`config.mk`:
```
export PLATFORM = sky130hd
export DESIGN_NAME = cbt_top
export DESIGN_NICKNAME = d
export VERILOG_FILES = /design/src/rtl/cbt_pkg.sv /design/src/rtl/cbt_id_match.sv /design/src/rtl/cbt_top.sv
export SDC_FILE = /design/constraint.sdc
export NUM_CORES = 1
export LEC_CHECK = 0
export ABC_AREA = 1
export BUFFER_PORTS_ARGS = -buffer_cell sky130_fd_sc_hd__buf_2
export CAP_MARGIN = 5
export CORE_MARGIN = 1.5
export CORE_UTILIZATION = 41
export CTS_BUF_LIST = sky130_fd_sc_hd__clkbuf_4 sky130_fd_sc_hd__clkbuf_8 sky130_fd_sc_hd__clkbuf_16
export CTS_CLUSTER_SIZE = 14
export DETAILED_ROUTE_END_ITERATION = 12
export GPL_TIMING_DRIVEN = 0
export HOLD_SLACK_MARGIN = 0.02
export SLEW_MARGIN = 10
export SYNTH_ARGS = -nofsm -noshare
export SYNTH_HDL_FRONTEND = slang
export SYNTH_SLANG_ARGS = --single-unit
```
`constraint.sdc`:
```
create_clock -name I_MCLK -period 3.7 [get_ports I_MCLK]
set_input_delay 0.185 -clock I_MCLK [delete_from_list [all_inputs] [get_ports I_MCLK]]
set_output_delay 0.185 -clock I_MCLK [all_outputs]
set_load 0.1 [all_outputs]
```
`src/rtl/cbt_pkg.sv`:
```
// package of the block-transmit control and identifier mask block
// assumes a 16-bit register port and a bit engine on the same clock

package cbt_pkg;

  // ----------------------------------------------------------------
  // register port layout
  // ----------------------------------------------------------------
  localparam int          ADDR_W        = 8;
  localparam int          DATA_W        = 16;
  localparam logic [7:0]  OFF_CTRL      = 8'h06;
  localparam logic [7:0]  OFF_DELAY     = 8'h08;
  localparam logic [7:0]  OFF_MASK1_LO  = 8'h40;
  localparam logic [7:0]  OFF_MASK1_HI  = 8'h42;
  localparam logic [7:0]  OFF_MASK2_LO  = 8'h44;
  localparam logic [7:0]  OFF_MASK2_HI  = 8'h46;
  localparam logic [3:0]  MASK_PAGE     = 4'h4;
  localparam int          MASK_HALVES   = 8;

  // ----------------------------------------------------------------
  // field positions and reset values
  // ----------------------------------------------------------------
  localparam int          RD_RUN_BIT    = 0;
  localparam int          RD_CLR_BIT    = 1;
  localparam int          WR_STOP_BIT   = 0;
  localparam int          WR_START_BIT  = 8;
  localparam int          WR_CLR_BIT    = 9;
  localparam logic [15:0] CTRL_RESET    = 16'h0000;
  localparam logic [3:0]  DELAY_RESET   = 4'h0;
  localparam int          DELAY_W       = 4;
  localparam logic [15:0] MASK_HI_VALID = 16'h1FFF;
  localparam int          ID_W          = 29;
  localparam int          ID_LO_W       = 16;

  // ----------------------------------------------------------------
  // engine constants
  // ----------------------------------------------------------------
  localparam logic [3:0]  DELAY_MAX     = 4'h8;
  localparam logic [3:0]  DELAY_EXP_ADD = 4'h4;
  localparam int          GAP_W         = 13;
  localparam logic [2:0]  BUF_FIRST     = 3'h0;
  localparam logic [2:0]  CLEAR_CYCLES  = 3'h4;

  // ----------------------------------------------------------------
  // carriers and states
  // ----------------------------------------------------------------
  typedef struct packed {
    logic [ADDR_W-1:0] addr;
    logic [DATA_W-1:0] wdata;
    logic              wr;
    logic              rd;
  } cbt_bus_req_t;

  typedef struct packed {
    logic       valid;
    logic [2:0] buf_idx;
  } cbt_tx_req_t;

  typedef enum logic [2:0] {
    ST_IDLE,
    ST_REQ,
    ST_BUSY,
    ST_GAP,
    ST_CLEAR
  } cbt_state_t;

endpackage

```
`src/rtl/cbt_id_match.sv`:
```
// masked identifier comparator for one receive buffer
// assumes the caller registers the result; purely combinational here

`timescale 1ns/1ns

module cbt_id_match (
  input  wire logic [cbt_pkg::ID_W-1:0] i_rx_id,
  input  wire logic [cbt_pkg::ID_W-1:0] i_buf_id,
  input  wire logic [cbt_pkg::ID_W-1:0] i_mask,
  output logic                          o_match
);
  import cbt_pkg::*;

  logic [ID_W-1:0] bit_ok;

  // ----------------------------------------------------------------
  // per-bit compare, a set mask bit drops that bit from the test
  // ----------------------------------------------------------------
  genvar g;
  generate
    for (g = 0; g < ID_W; g++) begin : g_bit
      assign bit_ok[g] = i_mask[g] | ~(i_rx_id[g] ^ i_buf_id[g]);
    end
  endgenerate

  // all bits must pass for acceptance
  assign o_match = &bit_ok;

endmodule

```
`src/rtl/cbt_top.sv`:
```
// block-transmit engine, frame delay and identifier mask registers
// assumes bit engine handshakes and data bit tick on I_MCLK
//
// Functional notes
// - writing clear bit starts engine clear
// - after clear, start resumes at buffer zero
// - start/stop bit pair updates run flag
// - 8-bit delay register, low nibble used
// - delay register resets to zero
// - code n of 1..8 gives two^(n+4) bit times gap, code 0 none
// - ordinary buffer requests may postpone frames
// - four mask pairs widen identifier matching
// - mask pair one at 040h and 042h
// - mask pair two at 044h and 046h
// - masks are 16-bit words, undefined at reset
// - clear status reads one until clear ends

`timescale 1ns/1ns

module cbt_top (
  input  wire logic                          I_MCLK,
  input  wire logic                          I_RESET_N,
  input  wire cbt_pkg::cbt_bus_req_t         I_BUS,
  input  wire logic                          I_DBT_TICK,
  input  wire logic                          I_ORD_PEND,
  input  wire logic                          I_TX_ACK,
  input  wire logic                          I_TX_DONE,
  input  wire logic [cbt_pkg::ID_W-1:0]      I_RX_ID,
  input  wire logic [cbt_pkg::ID_W-1:0]      I_BUF_ID,
  input  wire logic [2:0]                    I_MASK_SEL,
  output logic [cbt_pkg::DATA_W-1:0]         O_RDATA,
  output cbt_pkg::cbt_tx_req_t               O_TX_REQ,
  output logic                               O_RUN,
  output logic                               O_CLEARING,
  output logic                               O_ID_MATCH
);
  import cbt_pkg::*;

  // ----------------------------------------------------------------
  // declarations
  // ----------------------------------------------------------------
  cbt_state_t         state_r;
  cbt_state_t         state_nxt;
  logic               run_r;
  logic               run_nxt;
  logic [DELAY_W-1:0] delay_r;
  logic [DELAY_W-1:0] delay_nxt;
  logic [2:0]         idx_r;
  logic [2:0]         idx_nxt;
  logic [GAP_W-1:0]   gap_r;
  logic [GAP_W-1:0]   gap_nxt;
  logic [2:0]         clr_cnt_r;
  logic [2:0]         clr_cnt_nxt;
  cbt_tx_req_t        req_r;
  cbt_tx_req_t        req_nxt;
  logic [DATA_W-1:0]  rdata_r;
  logic [DATA_W-1:0]  rdata_nxt;
  logic               match_r;
  logic               match_nxt;
  logic [DATA_W-1:0]  mask_mem_r [MASK_HALVES];
  logic [DATA_W-1:0]  mask_mem_nxt [MASK_HALVES];
  logic [DATA_W-1:0]  mask_wdata;
  logic               mask_hit;
  logic [2:0]         mask_idx;
  logic               wr_ctrl;
  logic               wr_delay;
  logic [3:0]         code_eff;
  logic [GAP_W-1:0]   gap_load;
  logic [ID_W-1:0]    sel_mask;
  logic               id_ok;

  // ----------------------------------------------------------------
  // address decode
  // ----------------------------------------------------------------
  // the mask page spans 040h..04Fh, word index from address bits 3..1
  assign mask_hit = (I_BUS.addr[7:4] == MASK_PAGE) && !I_BUS.addr[0];
  assign mask_idx = I_BUS.addr[3:1];
  assign wr_ctrl  = I_BUS.wr && (I_BUS.addr == OFF_CTRL);
  assign wr_delay = I_BUS.wr && (I_BUS.addr == OFF_DELAY);

  // high halves keep identifier bits 28..16 only, top bits stay zero
  assign mask_wdata = mask_idx[0] ? (I_BUS.wdata & MASK_HI_VALID)
                                  : I_BUS.wdata;

  // ----------------------------------------------------------------
  // mask storage
  // ----------------------------------------------------------------
  // only the addressed half takes the write, the others hold
  always_comb begin
    mask_mem_nxt = mask_mem_r;
    if (I_BUS.wr && mask_hit) begin
      mask_mem_nxt[mask_idx] = mask_wdata;
    end
  end

  // no reset on purpose: masks are data and read undefined until
  // software writes them, which also saves reset fanout
  always_ff @(posedge I_MCLK) begin
    mask_mem_r <= mask_mem_nxt;
  end

  // ----------------------------------------------------------------
  // gap length from the delay code
  // ----------------------------------------------------------------
  // prohibited codes above eight saturate so the counter cannot wrap
  // a 13-bit counter holds the longest gap of 2^12 ticks exactly
  always_comb begin
    code_eff = (delay_r > DELAY_MAX) ? DELAY_MAX : delay_r;
    gap_load = GAP_W'(1) << (code_eff + DELAY_EXP_ADD);
  end

  // ----------------------------------------------------------------
  // control register, delay register and engine next state
  // ----------------------------------------------------------------
  always_comb begin
    state_nxt   = state_r;
    run_nxt     = run_r;
    delay_nxt   = delay_r;
    idx_nxt     = idx_r;
    gap_nxt     = gap_r;
    clr_cnt_nxt = clr_cnt_r;
    req_nxt     = req_r;

    if (wr_delay) begin
      delay_nxt = I_BUS.wdata[DELAY_W-1:0];
    end

    // set/clear pair, equal bits leave the flag alone
    if (wr_ctrl) begin
      if (I_BUS.wdata[WR_START_BIT] && !I_BUS.wdata[WR_STOP_BIT]) begin
        run_nxt = 1'b1;
      end else if (!I_BUS.wdata[WR_START_BIT] &&
                   I_BUS.wdata[WR_STOP_BIT]) begin
        run_nxt = 1'b0;
      end
    end

    unique case (state_r)
      ST_IDLE: begin
        req_nxt.valid = 1'b0;
        if (run_r) begin
          state_nxt = ST_REQ;
        end
      end
      ST_REQ: begin
        // hold off while ordinary buffers want the bus
        // this only postpones the frame, so the delay is a minimum
        req_nxt.valid   = run_r && !I_ORD_PEND;
        req_nxt.buf_idx = idx_r;
        if (!run_r) begin
          state_nxt     = ST_IDLE;
          req_nxt.valid = 1'b0;
        end else if (req_r.valid && I_TX_ACK) begin
          state_nxt     = ST_BUSY;
          req_nxt.valid = 1'b0;
        end
      end
      ST_BUSY: begin
        req_nxt.valid = 1'b0;
        // a frame on the wire runs to its end unless a clear is written
        // the index moves on even when stopped, so a restart keeps order
        if (I_TX_DONE) begin
          idx_nxt = idx_r + 3'h1;
          if (delay_r == DELAY_RESET) begin
            state_nxt = run_r ? ST_REQ : ST_IDLE;
          end else begin
            state_nxt = ST_GAP;
            gap_nxt   = gap_load;
          end
        end
      end
      ST_GAP: begin
        // a stop ends the gap at once, no frame is owed after it
        req_nxt.valid = 1'b0;
        if (!run_r) begin
          state_nxt = ST_IDLE;
        end else if (I_DBT_TICK) begin
          gap_nxt = gap_r - GAP_W'(1);
          if (gap_r == GAP_W'(1)) begin
            state_nxt = ST_REQ;
          end
        end
      end
      ST_CLEAR: begin
        req_nxt.valid = 1'b0;
        // index back to buffer zero so the next start begins there
        idx_nxt       = BUF_FIRST;
        gap_nxt       = '0;
        clr_cnt_nxt   = clr_cnt_r - 3'h1;
        // the status bit stays up for a fixed count, then drops itself
        if (clr_cnt_r == 3'h1) begin
          state_nxt = ST_IDLE;
        end
      end
    endcase

    // clear request overrides whatever the engine was doing
    // software stops first; a clear while running may cut a request
    if (wr_ctrl && I_BUS.wdata[WR_CLR_BIT]) begin
      state_nxt     = ST_CLEAR;
      clr_cnt_nxt   = CLEAR_CYCLES;
      req_nxt.valid = 1'b0;
    end
  end

  // ----------------------------------------------------------------
  // control and engine registers
  // ----------------------------------------------------------------
  always_ff @(posedge I_MCLK) begin
    if (!I_RESET_N) begin
      state_r   <= ST_IDLE;
      run_r     <= CTRL_RESET[RD_RUN_BIT];
      delay_r   <= DELAY_RESET;
      idx_r     <= BUF_FIRST;
      gap_r     <= '0;
      clr_cnt_r <= '0;
      req_r     <= '0;
    end else begin
      state_r   <= state_nxt;
      run_r     <= run_nxt;
      delay_r   <= delay_nxt;
      idx_r     <= idx_nxt;
      gap_r     <= gap_nxt;
      clr_cnt_r <= clr_cnt_nxt;
      req_r     <= req_nxt;
    end
  end

  // ----------------------------------------------------------------
  // identifier acceptance
  // ----------------------------------------------------------------
  // select 0 compares every bit, 1..4 pick a mask pair
  // a pair never written compares undefined, so software must load
  // it before pointing a buffer at it
  always_comb begin
    sel_mask = '0;
    if (I_MASK_SEL >= 3'h1 && I_MASK_SEL <= 3'h4) begin
      sel_mask = {mask_mem_r[{I_MASK_SEL[1:0] - 2'h1, 1'b1}][12:0],
                  mask_mem_r[{I_MASK_SEL[1:0] - 2'h1, 1'b0}]};
    end
  end

  cbt_id_match u_match (
    .i_rx_id  (I_RX_ID),
    .i_buf_id (I_BUF_ID),
    .i_mask   (sel_mask),
    .o_match  (id_ok)
  );

  // ----------------------------------------------------------------
  // read data, one cycle after the read strobe
  // ----------------------------------------------------------------
  // unmapped addresses and idle cycles read as zero
  // the control word shows only its two status bits, the rest zero
  always_comb begin
    rdata_nxt = '0;
    match_nxt = id_ok;
    if (I_BUS.rd) begin
      if (I_BUS.addr == OFF_CTRL) begin
        rdata_nxt[RD_RUN_BIT] = run_r;
        rdata_nxt[RD_CLR_BIT] = (state_r == ST_CLEAR);
      end else if (I_BUS.addr == OFF_DELAY) begin
        rdata_nxt[DELAY_W-1:0] = delay_r;
      end else if (mask_hit) begin
        rdata_nxt = mask_mem_r[mask_idx];
      end
    end
  end

  always_ff @(posedge I_MCLK) begin
    if (!I_RESET_N) begin
      rdata_r <= '0;
      match_r <= 1'b0;
    end else begin
      rdata_r <= rdata_nxt;
      match_r <= match_nxt;
    end
  end

  // ----------------------------------------------------------------
  // outputs
  // ----------------------------------------------------------------
  // run and clear status mirror their next values, so the pins
  // agree with what a read in the same cycle returns
  always_ff @(posedge I_MCLK) begin
    if (!I_RESET_N) begin
      O_RUN      <= 1'b0;
      O_CLEARING <= 1'b0;
    end else begin
      O_RUN      <= run_nxt;
      O_CLEARING <= (state_nxt == ST_CLEAR);
    end
  end

  assign O_RDATA    = rdata_r;
  assign O_TX_REQ   = req_r;
  assign O_ID_MATCH = match_r;

endmodule

```
==> impl_metrics.json <==
{
  "status": "complete, no violations",
  "cts_buffer_depth": 2,
  "vdd_drop_max_v": 0.000320,
  "finalPower_uw": 4610,
  "criticalPathCategory": "primary input to flip-flop",
  "dieArea_mm2": 0.0226,
  "synth_common_cells": "nand2_1 (245), edfxtp_1 (128), inv_1 (116)",
  "use_met3": 0.0533,
  "rsz0062_at_grt": "no",
  "num_rows": 53,
  "synth_edf_count": 128,
  "synth_fa_ha_area_frac": 0.0112,
  "critPathLaunch": "I_BUS[19]",
  "post-dp-hpwl_um": 20000,
  "clkTransAtPathRegs_ns": 0.07,
  "slowest_stage": "clkbuf_1",
  "hold_path.class": "primary input to flip-flop",
  "gr-total-overflow": 0,
  "cts-htree-levels": 4,
  "synth_area_leaders": "edfxtp_1 (43%), dfxtp_1 (11%), nand2_1 (10%)",
  "synth-async-reset-ratio": 0,
  "initial_core_util": 0.421,
  "setup_violations": 0,
  "max_cap_violations": 0,
  "drv_slew": 0,
  "crit_path_start_kind": "primary input",
  "endpoint_kind": "flip-flop",
  "cp.arrival_ns": 2.65,
  "fin_ws_ns": 1.19,
  "cts_num_sinks": 177,
  "globalplace.congestion": 0.919,
  "nets": 1278,
  "worst_r2r_startpoint": "state_r[2]",
  "clk-insertion-delay-late_ns": 0.44,
  "numCtsBuffers": 17,
  "syn_area_mm2": 0.00890,
  "layout.cells.non_filler": 1465,
  "yosysSeqAreaShare": 0.542,
  "ys_warn_count": 0,
  "use_met2": 0.389,
  "synth-xor-area-share": 0.0315,
  "avgSynthCellArea_um2": 8.63,
  "grt.total_usage": 0.257,
  "wl_per_cell_um": 19.4,
  "max_slew.worst_pin.slew_ns": 0.922,
  "clockRootBuffer": "clkbuf_16",
  "post-route-min-period_ns": 2.51,
  "cts.repair.resized": 0,
  "grt_busiest_layer": "met2",
  "slowest_delay_ns": 0.74,
  "yosys.area_share.simple": 0.217,
  "antenna_found_initial": 0,
  "port_buffers": 115,
  "ant_nets": 0,
  "yosysTopAreaCell": "edfxtp_1",
  "post-cts-setup-buffers": 0,
  "coreArea_mm2": 0.0212,
  "cts_hold_buf": 2,
  "crit_path_frequent_cell": "clkbuf_1",
  "area_delta_synth_final_pct": 19.1,
  "crit_path_cell_trace": "buf_2 > clkbuf_1 > clkbuf_1 > nand2_1 > nor2_2 > buf_6",
  "grt_pass1_wl_um": 41800,
  "cp_num_buf_inv": 4,
  "drcViolationCount": 0,
  "finalHoldViolCount": 0,
  "syn_nets": 1132,
  "relSlewSlack": 0.385,
  "synth.area.mux_share": 0,
  "drive_gt1_frac": 0.169,
  "fillers": 2007,
  "postSynthCellCount": 1031,
  "synth_cell_types": 37,
  "synth_top_family_by_area": "simple AND/OR/NAND/NOR gates",
  "hold_start": "I_BUS[7]",
  "diodes": 0,
  "fmax_ghz": 0.398,
  "die_y_um": 150,
  "fin_crit_sh": 0.678,
  "grt_use_met1": 0.361,
  "synthFlopType": "edfxtp_1",
  "vias_per_cell": 5.34,
  "crit_required_ns": 3.84,
  "drt_wl_total_um": 28400,
  "firstDrtPassIters": 6,
  "first_global_vias": 7142,
  "final.setup_skew_ns": 0.0112,
  "grt_max_degree": 18,
  "dr.first_iter.drc_count": 907,
  "worst-path-max-fanout": 10,
  "synth_compound_area_frac": 0.121,
  "cpLargestDelayFamily": "buffers and inverters",
  "yosysMostFrequentCell": "nand2_1",
  "netlist.area_leader.share": 0.432,
  "power_leakage_uw": 0.00452,
  "top_level_ports": 116,
  "die_w_um": 150,
  "vias": 7820,
  "synth-seq-cells": 177,
  "place_ws_ns": 0.833,
  "powerDensity_mw_per_mm2": 435,
  "cts_tree": "yes",
  "dp_cells": 1431
}
[cells by family after synthesis]
kind of cell	count (synthesis)
adder cells (fa/ha/maj)	8
AND/OR/NAND/NOR	458
flip-flops	177
XOR/XNOR	32
buffers and inverters	165
AO/OA/AOI/OAI	191
[worst reg2reg max path, cell delays in order (launching register included)]
cell and delay [ns]:
dfxtp_1 0.34, inv_2 0.09, nand3_2 0.19, nand2_1 0.22, inv_1 0.12, o21ai_2 0.09, nand2_2 0.14, buf_6 0.18
a21oi_1 0.18, a21oi_1 0.10
[state kept, by name (all words and copies together), names as in the netlist]
signal	count
gap_r	13
delay_r	4
O_TX_REQ	4
mask_mem_r	128
clr_cnt_r	3
O_RUN	1
O_ID_MATCH	1
O_RDATA	16
idx_r	3
state_r	3
O_CLEARING	1
[through the flow]
step | hold WS, ns | util | setup TNS, ns | instance area [um^2]
3_5_place_dp | 0.463 | 0.473 | 0 | 10000
2_1_floorplan | 0.284 | - | 0 | 8900
6_report | 0.0451 | 0.501 | 0 | 10600
3_3_place_gp | 0.451 | 0.464 | -9.00 | 9820
4_1_cts | 0.0323 | 0.501 | 0 | 10600
5_1_grt | 0.0362 | 0.501 | 0 | 10600
[area by class of cell]
| type | count | area, um^2 | area share |
|---|---|---|---|
| clock inverters | 15 | 150 | 0.0142 |
| flip-flops and latches | 177 | 4820 | 0.455 |
| repair buffers | 127 | 756 | 0.0713 |
| multi-input cells | 689 | 3410 | 0.321 |
| clock buffers | 17 | 425 | 0.0401 |
| inverters | 123 | 462 | 0.0436 |
| well taps | 275 | 344 | 0.0325 |
| plain buffers | 42 | 230 | 0.0217 |
[where the power goes]
part	internal (uW)	switching (uW)	leakage, uW	total (uW)
clock	951	826	0.000278	1780
sequential	2150	19.4	0.00152	2170
combinational	214	451	0.00273	665
total	3310	1300	0.00452	4610
[metal layers]
layer / up-vias / part of all wire
met3: 62 / 0.10
met1: 3576 / 0.42
met2: 432 / 0.45
met4: 0 / 0.029
met5: - / 0
li1: 3750 / -
[cell usage in the layout (no fill, tap or decap), types with 3 or more instances in the layout]
master     count
a211oi_1       3
a21oi_1       58
a31oi_1        3
a41oi_1       12
buf_2        125
buf_4          4
buf_6         10
buf_8          4
clkbuf_1      20
clkbuf_16     17
clkinv_1       4
dfxtp_1       49
edfxtp_1     128
ha_1           8
inv_1        116
inv_2          5
inv_6          4
inv_8          4
nand2_1      245
nand3_1       95
nand3b_1       4
nor2_1        87
nor2_2         7
nor3_1         7
o211ai_1      12
o21ai_0       91
o22ai_1        5
xor2_1        32
[worst paths after layout]
path / end / slack (ns) / cells past startpoint
setup / recovery: mask_mem_r[38] / 1.19 / 6
hold / removal: mask_mem_r[69] / 0.05 / 1
setup reg to reg: gap_r[9] / 1.93 / 9
hold reg to reg: clr_cnt_r[1] / 0.47 / 2
No activity file was read; power rests on OpenSTA's default activity.
